==> src/logic/pi_ctrl_regs.vh <==
// constants for the pi process controller: register map, fields, resets, timing
// assumes 32-bit avalon-mm slave with word addressing by byte offset
`ifndef PI_CTRL_REGS_VH
`define PI_CTRL_REGS_VH
`define OFS_CTRL 8'h00
`define OFS_SETPOINT 8'h04
`define OFS_PGAIN 8'h08
`define OFS_IPERIOD 8'h0c
`define OFS_MANUAL 8'h10
`define OFS_SCALE_GAIN 8'h14
`define OFS_SCALE_OFFSET 8'h18
`define OFS_PV_MIN 8'h1c
`define OFS_PV_MAX 8'h20
`define OFS_STATUS 8'h24
`define OFS_PV_SCALED 8'h28
`define OFS_OUTPUT 8'h2c
`define CTRL_AUTO_BIT 0
`define CTRL_SENSE_BIT 1
`define CTRL_SP_SRC_BIT 2
`define CTRL_MQ_SRC_BIT 3
`define CTRL_DEC_LSB 4
`define CTRL_RESET 32'h00000000
`define SETPOINT_RESET 16'h0000
`define PGAIN_RESET 16'h0064
`define IPERIOD_RESET 16'h0258
`define IPERIOD_OFF 16'h176f
`define MANUAL_RESET 16'h0000
`define SCALE_GAIN_RESET 16'h0064
`define SCALE_OFFSET_RESET 16'h0000
`define PV_MIN_RESET 16'hd8f0
`define PV_MAX_RESET 16'h4e20
`define OUT_MIN 32'sh00000000
`define OUT_MAX 32'sh000003e8
`define SAMPLE_MS 500
`define CLK_MHZ 100
`define SAMPLE_CYCLES (`SAMPLE_MS * 1000 * `CLK_MHZ)
`endif

==> src/logic/pi_process_controller.v <==
// pi process controller with avalon-mm register slave
// assumes pins from outside, sampled through three flops; one 100 MHz clock
// Overview of operation
// auto_manual_select 1 auto, 0 manual
// reset input forces output zero, mode ignored
// output held within 0 to 1000
// setpoint accepted from -10000 to 20000
// gain 0..99.99; zero gain drops p term
// period 1..5999 s; maximum drops integral term
// manual mode outputs manual value 0..1000
// entering auto seeds integral with manual value
// scaled value is raw times gain plus offset
// scaled value clamped to min/max limits
// limits accepted from -10000 to 20000
// scaled equal setpoint leaves output unchanged
// positive sense: above lowers, below raises
// negative sense: above raises, below lowers
// sense not changed while running
// decimals setting affects display only
// setpoint/manual value may come from another block
// control law evaluated every 500 ms
// output and integral saturate, no windup
// output is gain times error plus integral
`include "pi_ctrl_regs.vh"
module pi_process_controller #(
   parameter SAMPLE_CYCLES = `SAMPLE_CYCLES
) (
   input wire clk_i,
   input wire rst_i,
   input wire [7:0] address_i,
   input wire read_i,
   input wire write_i,
   input wire [31:0] writedata_i,
   input wire [3:0] byteenable_i,
   output reg [31:0] readdata_o,
   output reg waitrequest_o,
   input wire auto_manual_select_i,
   input wire reset_input_i,
   input wire signed [15:0] process_value_i,
   input wire signed [15:0] ext_setpoint_i,
   input wire signed [15:0] ext_manual_i,
   output reg [9:0] analog_output_o
);
   // ****************************************
   // input synchronisers
   // ****************************************
   reg [2:0] am_sync_reg;
   reg [2:0] rs_sync_reg;
   reg auto_reg;
   reg rin_reg;
   always @(posedge clk_i) begin
      if (rst_i) begin
         am_sync_reg <= 3'h0;
         rs_sync_reg <= 3'h0;
         auto_reg <= 1'b0;
         rin_reg <= 1'b0;
      end else begin
         am_sync_reg <= {am_sync_reg[1:0], auto_manual_select_i};
         rs_sync_reg <= {rs_sync_reg[1:0], reset_input_i};
         if (am_sync_reg[1] == am_sync_reg[2])
            auto_reg <= am_sync_reg[2];
         if (rs_sync_reg[1] == rs_sync_reg[2])
            rin_reg <= rs_sync_reg[2];
      end
   end
   // ****************************************
   // analog word synchronisers
   // ****************************************
   // each word passes three stages; it is taken only when stages two and
   // three agree, so a word caught mid-change never reaches the arithmetic
   // limitation: a word that never holds still for two cycles keeps its
   // last agreed value for as long as it keeps changing, so the lag has no bound
   wire [47:0] word_pins = {ext_manual_i, ext_setpoint_i, process_value_i};
   wire [47:0] word_q;
   genvar w;
   generate
      for (w = 0; w < 3; w = w + 1) begin : word_sync
         reg [15:0] s1_reg;
         reg [15:0] s2_reg;
         reg [15:0] s3_reg;
         reg [15:0] held_reg;
         always @(posedge clk_i) begin
            if (rst_i) begin
               s1_reg <= 16'h0000;
               s2_reg <= 16'h0000;
               s3_reg <= 16'h0000;
               held_reg <= 16'h0000;
            end else begin
               s1_reg <= word_pins[w*16 +: 16];
               s2_reg <= s1_reg;
               s3_reg <= s2_reg;
               if (s2_reg == s3_reg)
                  held_reg <= s3_reg;
            end
         end
         assign word_q[w*16 +: 16] = held_reg;
      end
   endgenerate
   // raw process value from the sensor side
   wire signed [15:0] pv_word = word_q[15:0];
   // setpoint offered by another block
   wire signed [15:0] sp_word = word_q[31:16];
   // manual value offered by another block
   wire signed [15:0] mq_word = word_q[47:32];
   // ****************************************
   // register file
   // ****************************************
   reg [31:0] ctrl_reg;
   reg signed [15:0] sp_reg;
   reg [15:0] pgain_reg;
   reg [15:0] iper_reg;
   reg [15:0] man_reg;
   reg signed [15:0] sgain_reg;
   reg signed [15:0] soff_reg;
   reg signed [15:0] pvmin_reg;
   reg signed [15:0] pvmax_reg;
   reg signed [15:0] pvs_reg;
   reg [9:0] out_reg;
   reg run_reg;
   reg [31:0] rd_next;
   function [31:0] merge;
      input [31:0] old;
      input [31:0] nw;
      input [3:0] be;
      integer k;
      begin
         merge = old;
         for (k = 0; k < 4; k = k + 1)
            if (be[k])
               merge[k*8 +: 8] = nw[k*8 +: 8];
      end
   endfunction
   function signed [15:0] clip;
      input signed [15:0] v;
      input signed [15:0] lo;
      input signed [15:0] hi;
      begin
         clip = (v < lo) ? lo : ((v > hi) ? hi : v);
      end
   endfunction
   function [15:0] cap;
      input [15:0] v;
      input [15:0] hi;
      begin
         cap = (v > hi) ? hi : v;
      end
   endfunction
   function signed [31:0] sat_out;
      input signed [31:0] v;
      begin
         sat_out = (v > `OUT_MAX) ? `OUT_MAX : ((v < `OUT_MIN) ? `OUT_MIN : v);
      end
   endfunction
   // ****************************************
   // bus handshake and register writes
   // ****************************************
   wire [31:0] wm = merge(32'h00000000, writedata_i, byteenable_i);
   // a write lands on the edge that sees waitrequest low, when the master
   // also completes, so a write is never applied twice or too early
   wire wr_hit = write_i && !waitrequest_o;
   // sense bit kept while running, so direction cannot flip mid-control
   wire [31:0] ctrl_merged = merge(ctrl_reg, writedata_i, byteenable_i);
   wire [31:0] ctrl_locked = {ctrl_merged[31:2], ctrl_reg[`CTRL_SENSE_BIT], ctrl_merged[0]};
   // one wait cycle per access: waitrequest drops on the second cycle
   always @(posedge clk_i) begin
      if (rst_i) begin
         ctrl_reg <= `CTRL_RESET;
         sp_reg <= `SETPOINT_RESET;
         pgain_reg <= `PGAIN_RESET;
         iper_reg <= `IPERIOD_RESET;
         man_reg <= `MANUAL_RESET;
         sgain_reg <= `SCALE_GAIN_RESET;
         soff_reg <= `SCALE_OFFSET_RESET;
         pvmin_reg <= `PV_MIN_RESET;
         pvmax_reg <= `PV_MAX_RESET;
         waitrequest_o <= 1'b1;
         readdata_o <= 32'h00000000;
      end else begin
         if ((read_i || write_i) && waitrequest_o)
            waitrequest_o <= 1'b0;
         else
            waitrequest_o <= 1'b1;
         readdata_o <= rd_next;
         if (wr_hit) begin
            case (address_i)
               `OFS_CTRL: ctrl_reg <= run_reg ? ctrl_locked : ctrl_merged;
               `OFS_SETPOINT: sp_reg <= clip(wm[15:0], 16'shd8f0, 16'sh4e20);
               `OFS_PGAIN: pgain_reg <= cap(wm[15:0], 16'd9999);
               `OFS_IPERIOD: iper_reg <= (wm[15:0] == 16'h0000) ? 16'h0001 :
                  ((wm[15:0] > `IPERIOD_OFF) ? `IPERIOD_OFF : wm[15:0]);
               `OFS_MANUAL: man_reg <= cap(wm[15:0], 16'd1000);
               `OFS_SCALE_GAIN: sgain_reg <= clip(wm[15:0], -16'sd1000, 16'sd1000);
               `OFS_SCALE_OFFSET: soff_reg <= clip(wm[15:0], -16'sd10000, 16'sd10000);
               `OFS_PV_MIN: pvmin_reg <= clip(wm[15:0], 16'shd8f0, 16'sh4e20);
               `OFS_PV_MAX: pvmax_reg <= clip(wm[15:0], 16'shd8f0, 16'sh4e20);
               default: ctrl_reg <= ctrl_reg;
            endcase
         end
      end
   end
   always @* begin
      rd_next = 32'h00000000;
      if (read_i && waitrequest_o) begin
         case (address_i)
            `OFS_CTRL: rd_next = ctrl_reg;
            `OFS_SETPOINT: rd_next = {{16{sp_reg[15]}}, sp_reg};
            `OFS_PGAIN: rd_next = {16'h0000, pgain_reg};
            `OFS_IPERIOD: rd_next = {16'h0000, iper_reg};
            `OFS_MANUAL: rd_next = {16'h0000, man_reg};
            `OFS_SCALE_GAIN: rd_next = {{16{sgain_reg[15]}}, sgain_reg};
            `OFS_SCALE_OFFSET: rd_next = {{16{soff_reg[15]}}, soff_reg};
            `OFS_PV_MIN: rd_next = {{16{pvmin_reg[15]}}, pvmin_reg};
            `OFS_PV_MAX: rd_next = {{16{pvmax_reg[15]}}, pvmax_reg};
            `OFS_STATUS: rd_next = {29'h0, rin_reg, run_reg, auto_reg};
            `OFS_PV_SCALED: rd_next = {{16{pvs_reg[15]}}, pvs_reg};
            `OFS_OUTPUT: rd_next = {22'h0, out_reg};
            default: rd_next = 32'h00000000;
         endcase
      end
   end
   // display decimals bits [5:4] are stored and read back only

   // ****************************************
   // sample tick
   // ****************************************
   reg [31:0] tick_cnt_reg;
   reg tick_reg;
   always @(posedge clk_i) begin
      if (rst_i) begin
         tick_cnt_reg <= 32'h00000000;
         tick_reg <= 1'b0;
      end else if (tick_cnt_reg == SAMPLE_CYCLES - 1) begin
         tick_cnt_reg <= 32'h00000000;
         tick_reg <= 1'b1;
      end else begin
         tick_cnt_reg <= tick_cnt_reg + 32'h00000001;
         tick_reg <= 1'b0;
      end
   end
   // ****************************************
   // control arithmetic
   // ****************************************
   // sources selectable: own register or another block's actual value
   wire signed [15:0] sp_src = ctrl_reg[`CTRL_SP_SRC_BIT] ?
      clip(sp_word, 16'shd8f0, 16'sh4e20) : sp_reg;
   wire signed [15:0] mq_raw = ctrl_reg[`CTRL_MQ_SRC_BIT] ?
      clip(mq_word, 16'sh0000, 16'sh03e8) : $signed(man_reg);
   // gain is hundredths; 32-bit keeps the product exact
   wire signed [31:0] pv_prod = pv_word * sgain_reg;
   wire signed [31:0] pv_lin = pv_prod / 32'sd100 + soff_reg;
   wire signed [31:0] pv_clamp = (pv_lin > pvmax_reg) ? pvmax_reg :
      ((pv_lin < pvmin_reg) ? pvmin_reg : pv_lin);
   wire signed [31:0] diff = sp_src - pv_clamp;
   wire signed [31:0] err = ctrl_reg[`CTRL_SENSE_BIT] ? -diff : diff;
   wire signed [31:0] p_term = (pgain_reg == 16'h0000) ? 32'sh0 :
      (err * $signed({16'h0000, pgain_reg})) / 32'sd100;
   // integral period in seconds; two samples per second
   wire signed [31:0] i_step = (iper_reg == `IPERIOD_OFF) ? 32'sh0 :
      err / $signed({15'h0000, iper_reg, 1'b0});
   reg signed [31:0] integ_reg;
   wire signed [31:0] integ_sum = integ_reg + i_step;
   // clamping the accumulator too keeps it from winding up at a limit
   wire signed [31:0] integ_sat = sat_out(integ_sum);
   wire signed [31:0] u_raw = integ_sat + p_term;
   wire signed [31:0] u_sat = sat_out(u_raw);
   // ****************************************
   // mode selection and output stage
   // ****************************************
   always @(posedge clk_i) begin
      if (rst_i) begin
         integ_reg <= 32'sh0;
         run_reg <= 1'b0;
         out_reg <= 10'h000;
         pvs_reg <= 16'h0000;
         analog_output_o <= 10'h000;
      end else begin
         if (tick_reg)
            pvs_reg <= pv_clamp[15:0];
         if (rin_reg) begin
            out_reg <= 10'h000;
            run_reg <= 1'b0;
         end else if (!auto_reg) begin
            out_reg <= mq_raw[9:0];
            run_reg <= 1'b0;
         end else if (!run_reg) begin
            integ_reg <= {{16{mq_raw[15]}}, mq_raw};
            out_reg <= mq_raw[9:0];
            run_reg <= 1'b1;
         end else if (tick_reg && diff != 32'sh0) begin
            integ_reg <= integ_sat;
            out_reg <= u_sat[9:0];
         end
         analog_output_o <= rin_reg ? 10'h000 : out_reg;
      end
   end
endmodule

==> config.mk <==
export PLATFORM = sky130hd
export DESIGN_NAME = pi_process_controller
export DESIGN_NICKNAME = d
export VERILOG_FILES = /design/src/logic/pi_process_controller.v
export VERILOG_INCLUDE_DIRS = /design/src /design/src/logic
export SDC_FILE = /design/constraint.sdc
export NUM_CORES = 2
export LEC_CHECK = 0
export ABC_CLOCK_PERIOD_IN_PS = 441000
export BUFFER_PORTS_ARGS = -buffer_cell sky130_fd_sc_hd__buf_2
export CORE_ASPECT_RATIO = 2
export CORE_MARGIN = 4
export CORE_UTILIZATION = 31
export CTS_BUF_LIST = sky130_fd_sc_hd__clkbuf_16
export CTS_CLUSTER_SIZE = 24
export DETAILED_ROUTE_END_ITERATION = 8
export GPL_TIMING_DRIVEN = 0
export HOLD_SLACK_MARGIN = 0.05
export PLACE_DENSITY = 0.55
export SLEW_MARGIN = 20
export SYNTH_ARGS = -nofsm -noshare
export SYNTH_HDL_FRONTEND = slang
export SYNTH_SLANG_ARGS = --single-unit
==> constraint.sdc <==
create_clock -name clk_i -period 441 [get_ports clk_i]
set_input_delay 88.2 -clock clk_i [delete_from_list [all_inputs] [get_ports clk_i]]
set_output_delay 88.2 -clock clk_i [all_outputs]
set_load 0.005 [all_outputs]
==> run summary <==
For this configuration, the core starts out at a cell density of 31.1%. The chip width works out to 378 um. The count of buffers added on input and output ports is 135. The count of state elements after synthesis was 495.

The count of cells along the worst hold path came out at 1. Reg-to-reg endpoint: out_reg[5]. STA classifies the critical path startpoint as a flop. The core region is 272,000 um^2. The clock passes through at most 3 buffers. For the required time of the critical path, the log shows 441.57 ns. The CTS sink count came out at 495.

Along the worst path, the maximum fanout reaches 10. In this run the critical register-to-register path is launched from sgain_reg[3]. The number of maximum-capacitance constraint violations was 0; the number of flops mapped to enable cells by yosys was 0.

The class of the most critical setup path was reg -> reg. The mean number of vias per cell is 5.50, and the vertical die dimension is 747 um. For the final routed database, the setup TNS stands at 0 ns.

The slowest stage of the critical path is the sky130_fd_sc_hd__fa_1 cell. During synthesis, Yosys emitted a total of 0 warnings. Once detailed placement completed, the half-perimeter wirelength came to 296,000 um. The sequential area share after synthesis was 11.7%. The end point of the worst hold path was word_sync[2].s2_reg[2]. Setup violations remaining at the end of the flow were counted as 0. The pre-antenna-repair detailed-routing pass consisted of 6 iterations. The most prevalent standard cell on the critical path is sky130_fd_sc_hd__a21oi_1. For the worst setup path, the data arrival time is 188.71 ns. By area the synthesized netlist is led by sky130_fd_sc_hd__fa_1, sky130_fd_sc_hd__dfxtp_1, sky130_fd_sc_hd__ha_1.

Mean cell area of the mapped netlist: 7.77 um^2. The run finished with clean final reports. The number of DRC violations after detailed-routing iteration 0 was 4,669. TritonCTS built the clock tree. Clock-pin slew was measured on the worst setup and hold paths at 0.07 ns. The wire length per cell is 23.5 um. The logs give 12,500 for the net total in the final layout and 1.03 for the routability-driven placement congestion ratio. After filler insertion, the fill cell instance count of the layout stands at 29,300. The number of cells on the worst reg-to-reg path is 938. For the count of pins on the block boundary, the log shows 141. The area of all sequential standard cells came out at 9910 um^2. The logs give 512,000 um for the first-pass GRT wire length and 10,900 for the cell count after synthesis. Entering global routing, the biggest net connects 25 pins. The total overflow left after global routing is 0. The number of clock buffers added by TritonCTS is 57. Once detail routing completed, the nets flagged for antenna violations numbered 0. The final worst clock skew was 0.106 ns. The area growth from synthesis to layout is 9.07%. The slew at the pin closest to its max-slew limit works out to 1.30 ns. The multi-input combinational cells in the finished layout cover a total of 69,000 um^2.

The stage delay of the slowest cell on the critical path was 0.90 ns. The number of H-tree levels was 2; the hold buffer count at CTS was 0. Timing would allow up to 0.00532 GHz. Setup repair after global routing left no endpoint under its margin. The top cell type by area accounts for 13.5% of the synthesized area. Count of final hold-check violations: 0. The area of the mapped netlist is 84,800 um^2.

The number of global-route vias before repair is 82,800, and the number of antenna violations at the first check in global routing is 35. The most used flip-flop cell after synthesis is sky130_fd_sc_hd__dfxtp_1. After clock tree synthesis, the setup repair step added 0 buffers. After layout, the worst path uses 42.7% of the clock period.

In this run the tightest slew margin relative to its limit is 13.2%. Aggregate routed wire length: 347,000 um. The worst hold path belongs to the class reg -> reg. Synthesis instantiated 187 different standard cells from the library. The tree is rooted in a sky130_fd_sc_hd__clkbuf_16.

After synthesis, the share of flip-flops with an asynchronous set or reset is 0%. The final critical delay including setup and external delays was 188.14 ns; the final count of pins violating max slew was 0. The clock latency on the worst-skew pair came out at 0.75 ns. The worst setup path is captured at a flop. The total vias in the final route came out at 81,200.

In the global route stage, overall resource usage came out at 24.0%. The cell type with the largest total area after synthesis is sky130_fd_sc_hd__fa_1. For the detailed-route DRC error count, the log shows 0. The floorplan step defined a die boundary enclosing 282,000 um^2.

Share of post-route cells with drive strength above 1: 9.25%. The number of instances resized during post-cts repair was 0. The cell row count is 271. The worst register-to-register path has a setup slack of 252.86 ns. In this run the most critical hold path is launched from word_sync[2].s1_reg[2].
-- cell type report --
cell class / instances / share of cell area, %
Timing Repair Buffer: 152 / 1.02
Buffer: 437 / 2.28
Tap cell: 3549 / 4.80
Multi-Input combinational cell: 8911 / 74.6
Clock buffer: 57 / 1.54
Clock inverter: 51 / 0.552
Sequential cell: 495 / 10.7
Inverter: 1080 / 4.39
Antenna cell: 25 / 0.0677
-- cells in the mapped netlist, drive strengths merged, types with 73 or more instances --
cell type and n:
a211oi 88, a21o 99, a21oi 1003, a31oi 102, and2 344, and3 73, buf 124, clkbuf 309
dfxtp 495, fa 570, ha 736, inv 1077, mux2 152, mux2i 153, nand2 912, nand2b 83
nand3 224, nand4 119, nor2 1053, nor2b 276, nor3 285, nor4 85, o21a 239, o21ai 407
o21bai 104, or3 73, xnor2 460, xor2 352
-- worst max-delay path, delay by kind of cell, from the launching register on --
| kind | cells | cell delay [ns] |
|---|---|---|
| AOI/OAI and AO/OA | 445 | 97.59 |
| buffers and inverters | 214 | 28.49 |
| and+or+nand+nor | 158 | 26.38 |
| adders and majority gates | 46 | 15.88 |
| muxes | 18 | 6.93 |
| xor gates and xnor gates | 11 | 3.48 |
| DFF | 1 | 0.32 |
-- cells in the final DEF (no fill, tap or decap), types with 53 or more instances in the layout --
cell type                   instances
sky130_fd_sc_hd__nand2_1          902
sky130_fd_sc_hd__a211oi_1          70
sky130_fd_sc_hd__a21oi_1          971
sky130_fd_sc_hd__nor4_1            73
sky130_fd_sc_hd__clkbuf_16         57
sky130_fd_sc_hd__or3_1             66
sky130_fd_sc_hd__inv_1           1072
sky130_fd_sc_hd__o21ai_0          315
sky130_fd_sc_hd__xnor2_1          434
sky130_fd_sc_hd__dfxtp_1          495
sky130_fd_sc_hd__o21a_1           223
sky130_fd_sc_hd__a31oi_1           95
sky130_fd_sc_hd__nand4_1          113
sky130_fd_sc_hd__nor2_1          1019
sky130_fd_sc_hd__o21ai_1           61
sky130_fd_sc_hd__mux2_2           142
sky130_fd_sc_hd__and3_1            53
sky130_fd_sc_hd__o21bai_1          99
sky130_fd_sc_hd__buf_2            165
sky130_fd_sc_hd__nor3_1           266
sky130_fd_sc_hd__nor2b_1          274
sky130_fd_sc_hd__clkbuf_1         294
sky130_fd_sc_hd__nand3_1          217
sky130_fd_sc_hd__o211ai_1          63
sky130_fd_sc_hd__xor2_1           350
sky130_fd_sc_hd__ha_1             736
sky130_fd_sc_hd__mux2i_1          136
sky130_fd_sc_hd__fa_1             570
sky130_fd_sc_hd__and2_1           318
sky130_fd_sc_hd__nand2b_1          83
sky130_fd_sc_hd__a21o_1            80
-- how the worst max path moves through the flow --
| stage | endpoint | slack (ns) | from |
|---|---|---|---|
| after global routing | out_reg[5] | 235.36 | sgain_reg[3] |
| after global placement | out_reg[5] | 253.48 | sgain_reg[3] |
| final | out_reg[5] | 252.86 | sgain_reg[3] |
| after detailed placement | out_reg[5] | 254.65 | sgain_reg[3] |
| after CTS | out_reg[5] | 253.92 | sgain_reg[3] |
| after floorplan | out_reg[5] | 288.01 | sgain_reg[3] |
-- cells by family (layout without fill, tap and decap cells) --
group | count (synthesis) | in the layout | share of synthesized area (%)
DFF | 495 | 495 | 11.7
buffers and inverters | 1517 | 1777 | 7.25
xor gates and xnor gates | 813 | 813 | 8.60
AOI/OAI and AO/OA | 2749 | 2749 | 22.2
muxes | 305 | 305 | 3.98
other | 1 | 46 | 0.00442
adders and majority gates | 1317 | 1317 | 24.5
and+or+nand+nor | 3706 | 3706 | 21.8
-- metrics by stage --
| step | worst slack (ns) | util, % | hold slack, ns | instance area [um^2] | cells |
|---|---|---|---|---|---|
| floorplan | 288.01 | - | 0.414 | 84800 | 10900 |
| finish | 252.86 | 34.0 | 0.433 | 92400 | 14800 |
| detailed placement | 254.65 | 33.2 | 0.420 | 90400 | 14600 |
| global placement | 253.48 | 33.0 | 0.418 | 89900 | 14600 |
| global route | 235.36 | 33.9 | 0.449 | 92400 | 14700 |
| CTS | 253.92 | 33.9 | 0.435 | 92300 | 14700 |
-- routing by layer --
metal	vias to the layer above	part of all wire (%)	routed length (um)	track usage (%)
li1	38300	-	-	-
met1	39300	33	113000	21.9
met2	2390	52	182000	45.7
met3	1157	3.9	13500	2.96
met4	6	11	38100	21.4
met5	-	0.011	39	0
Power is left out: the tool's default activity adds up to more than one toggle a clock period on the data nets, which glitch-free logic cannot reach.
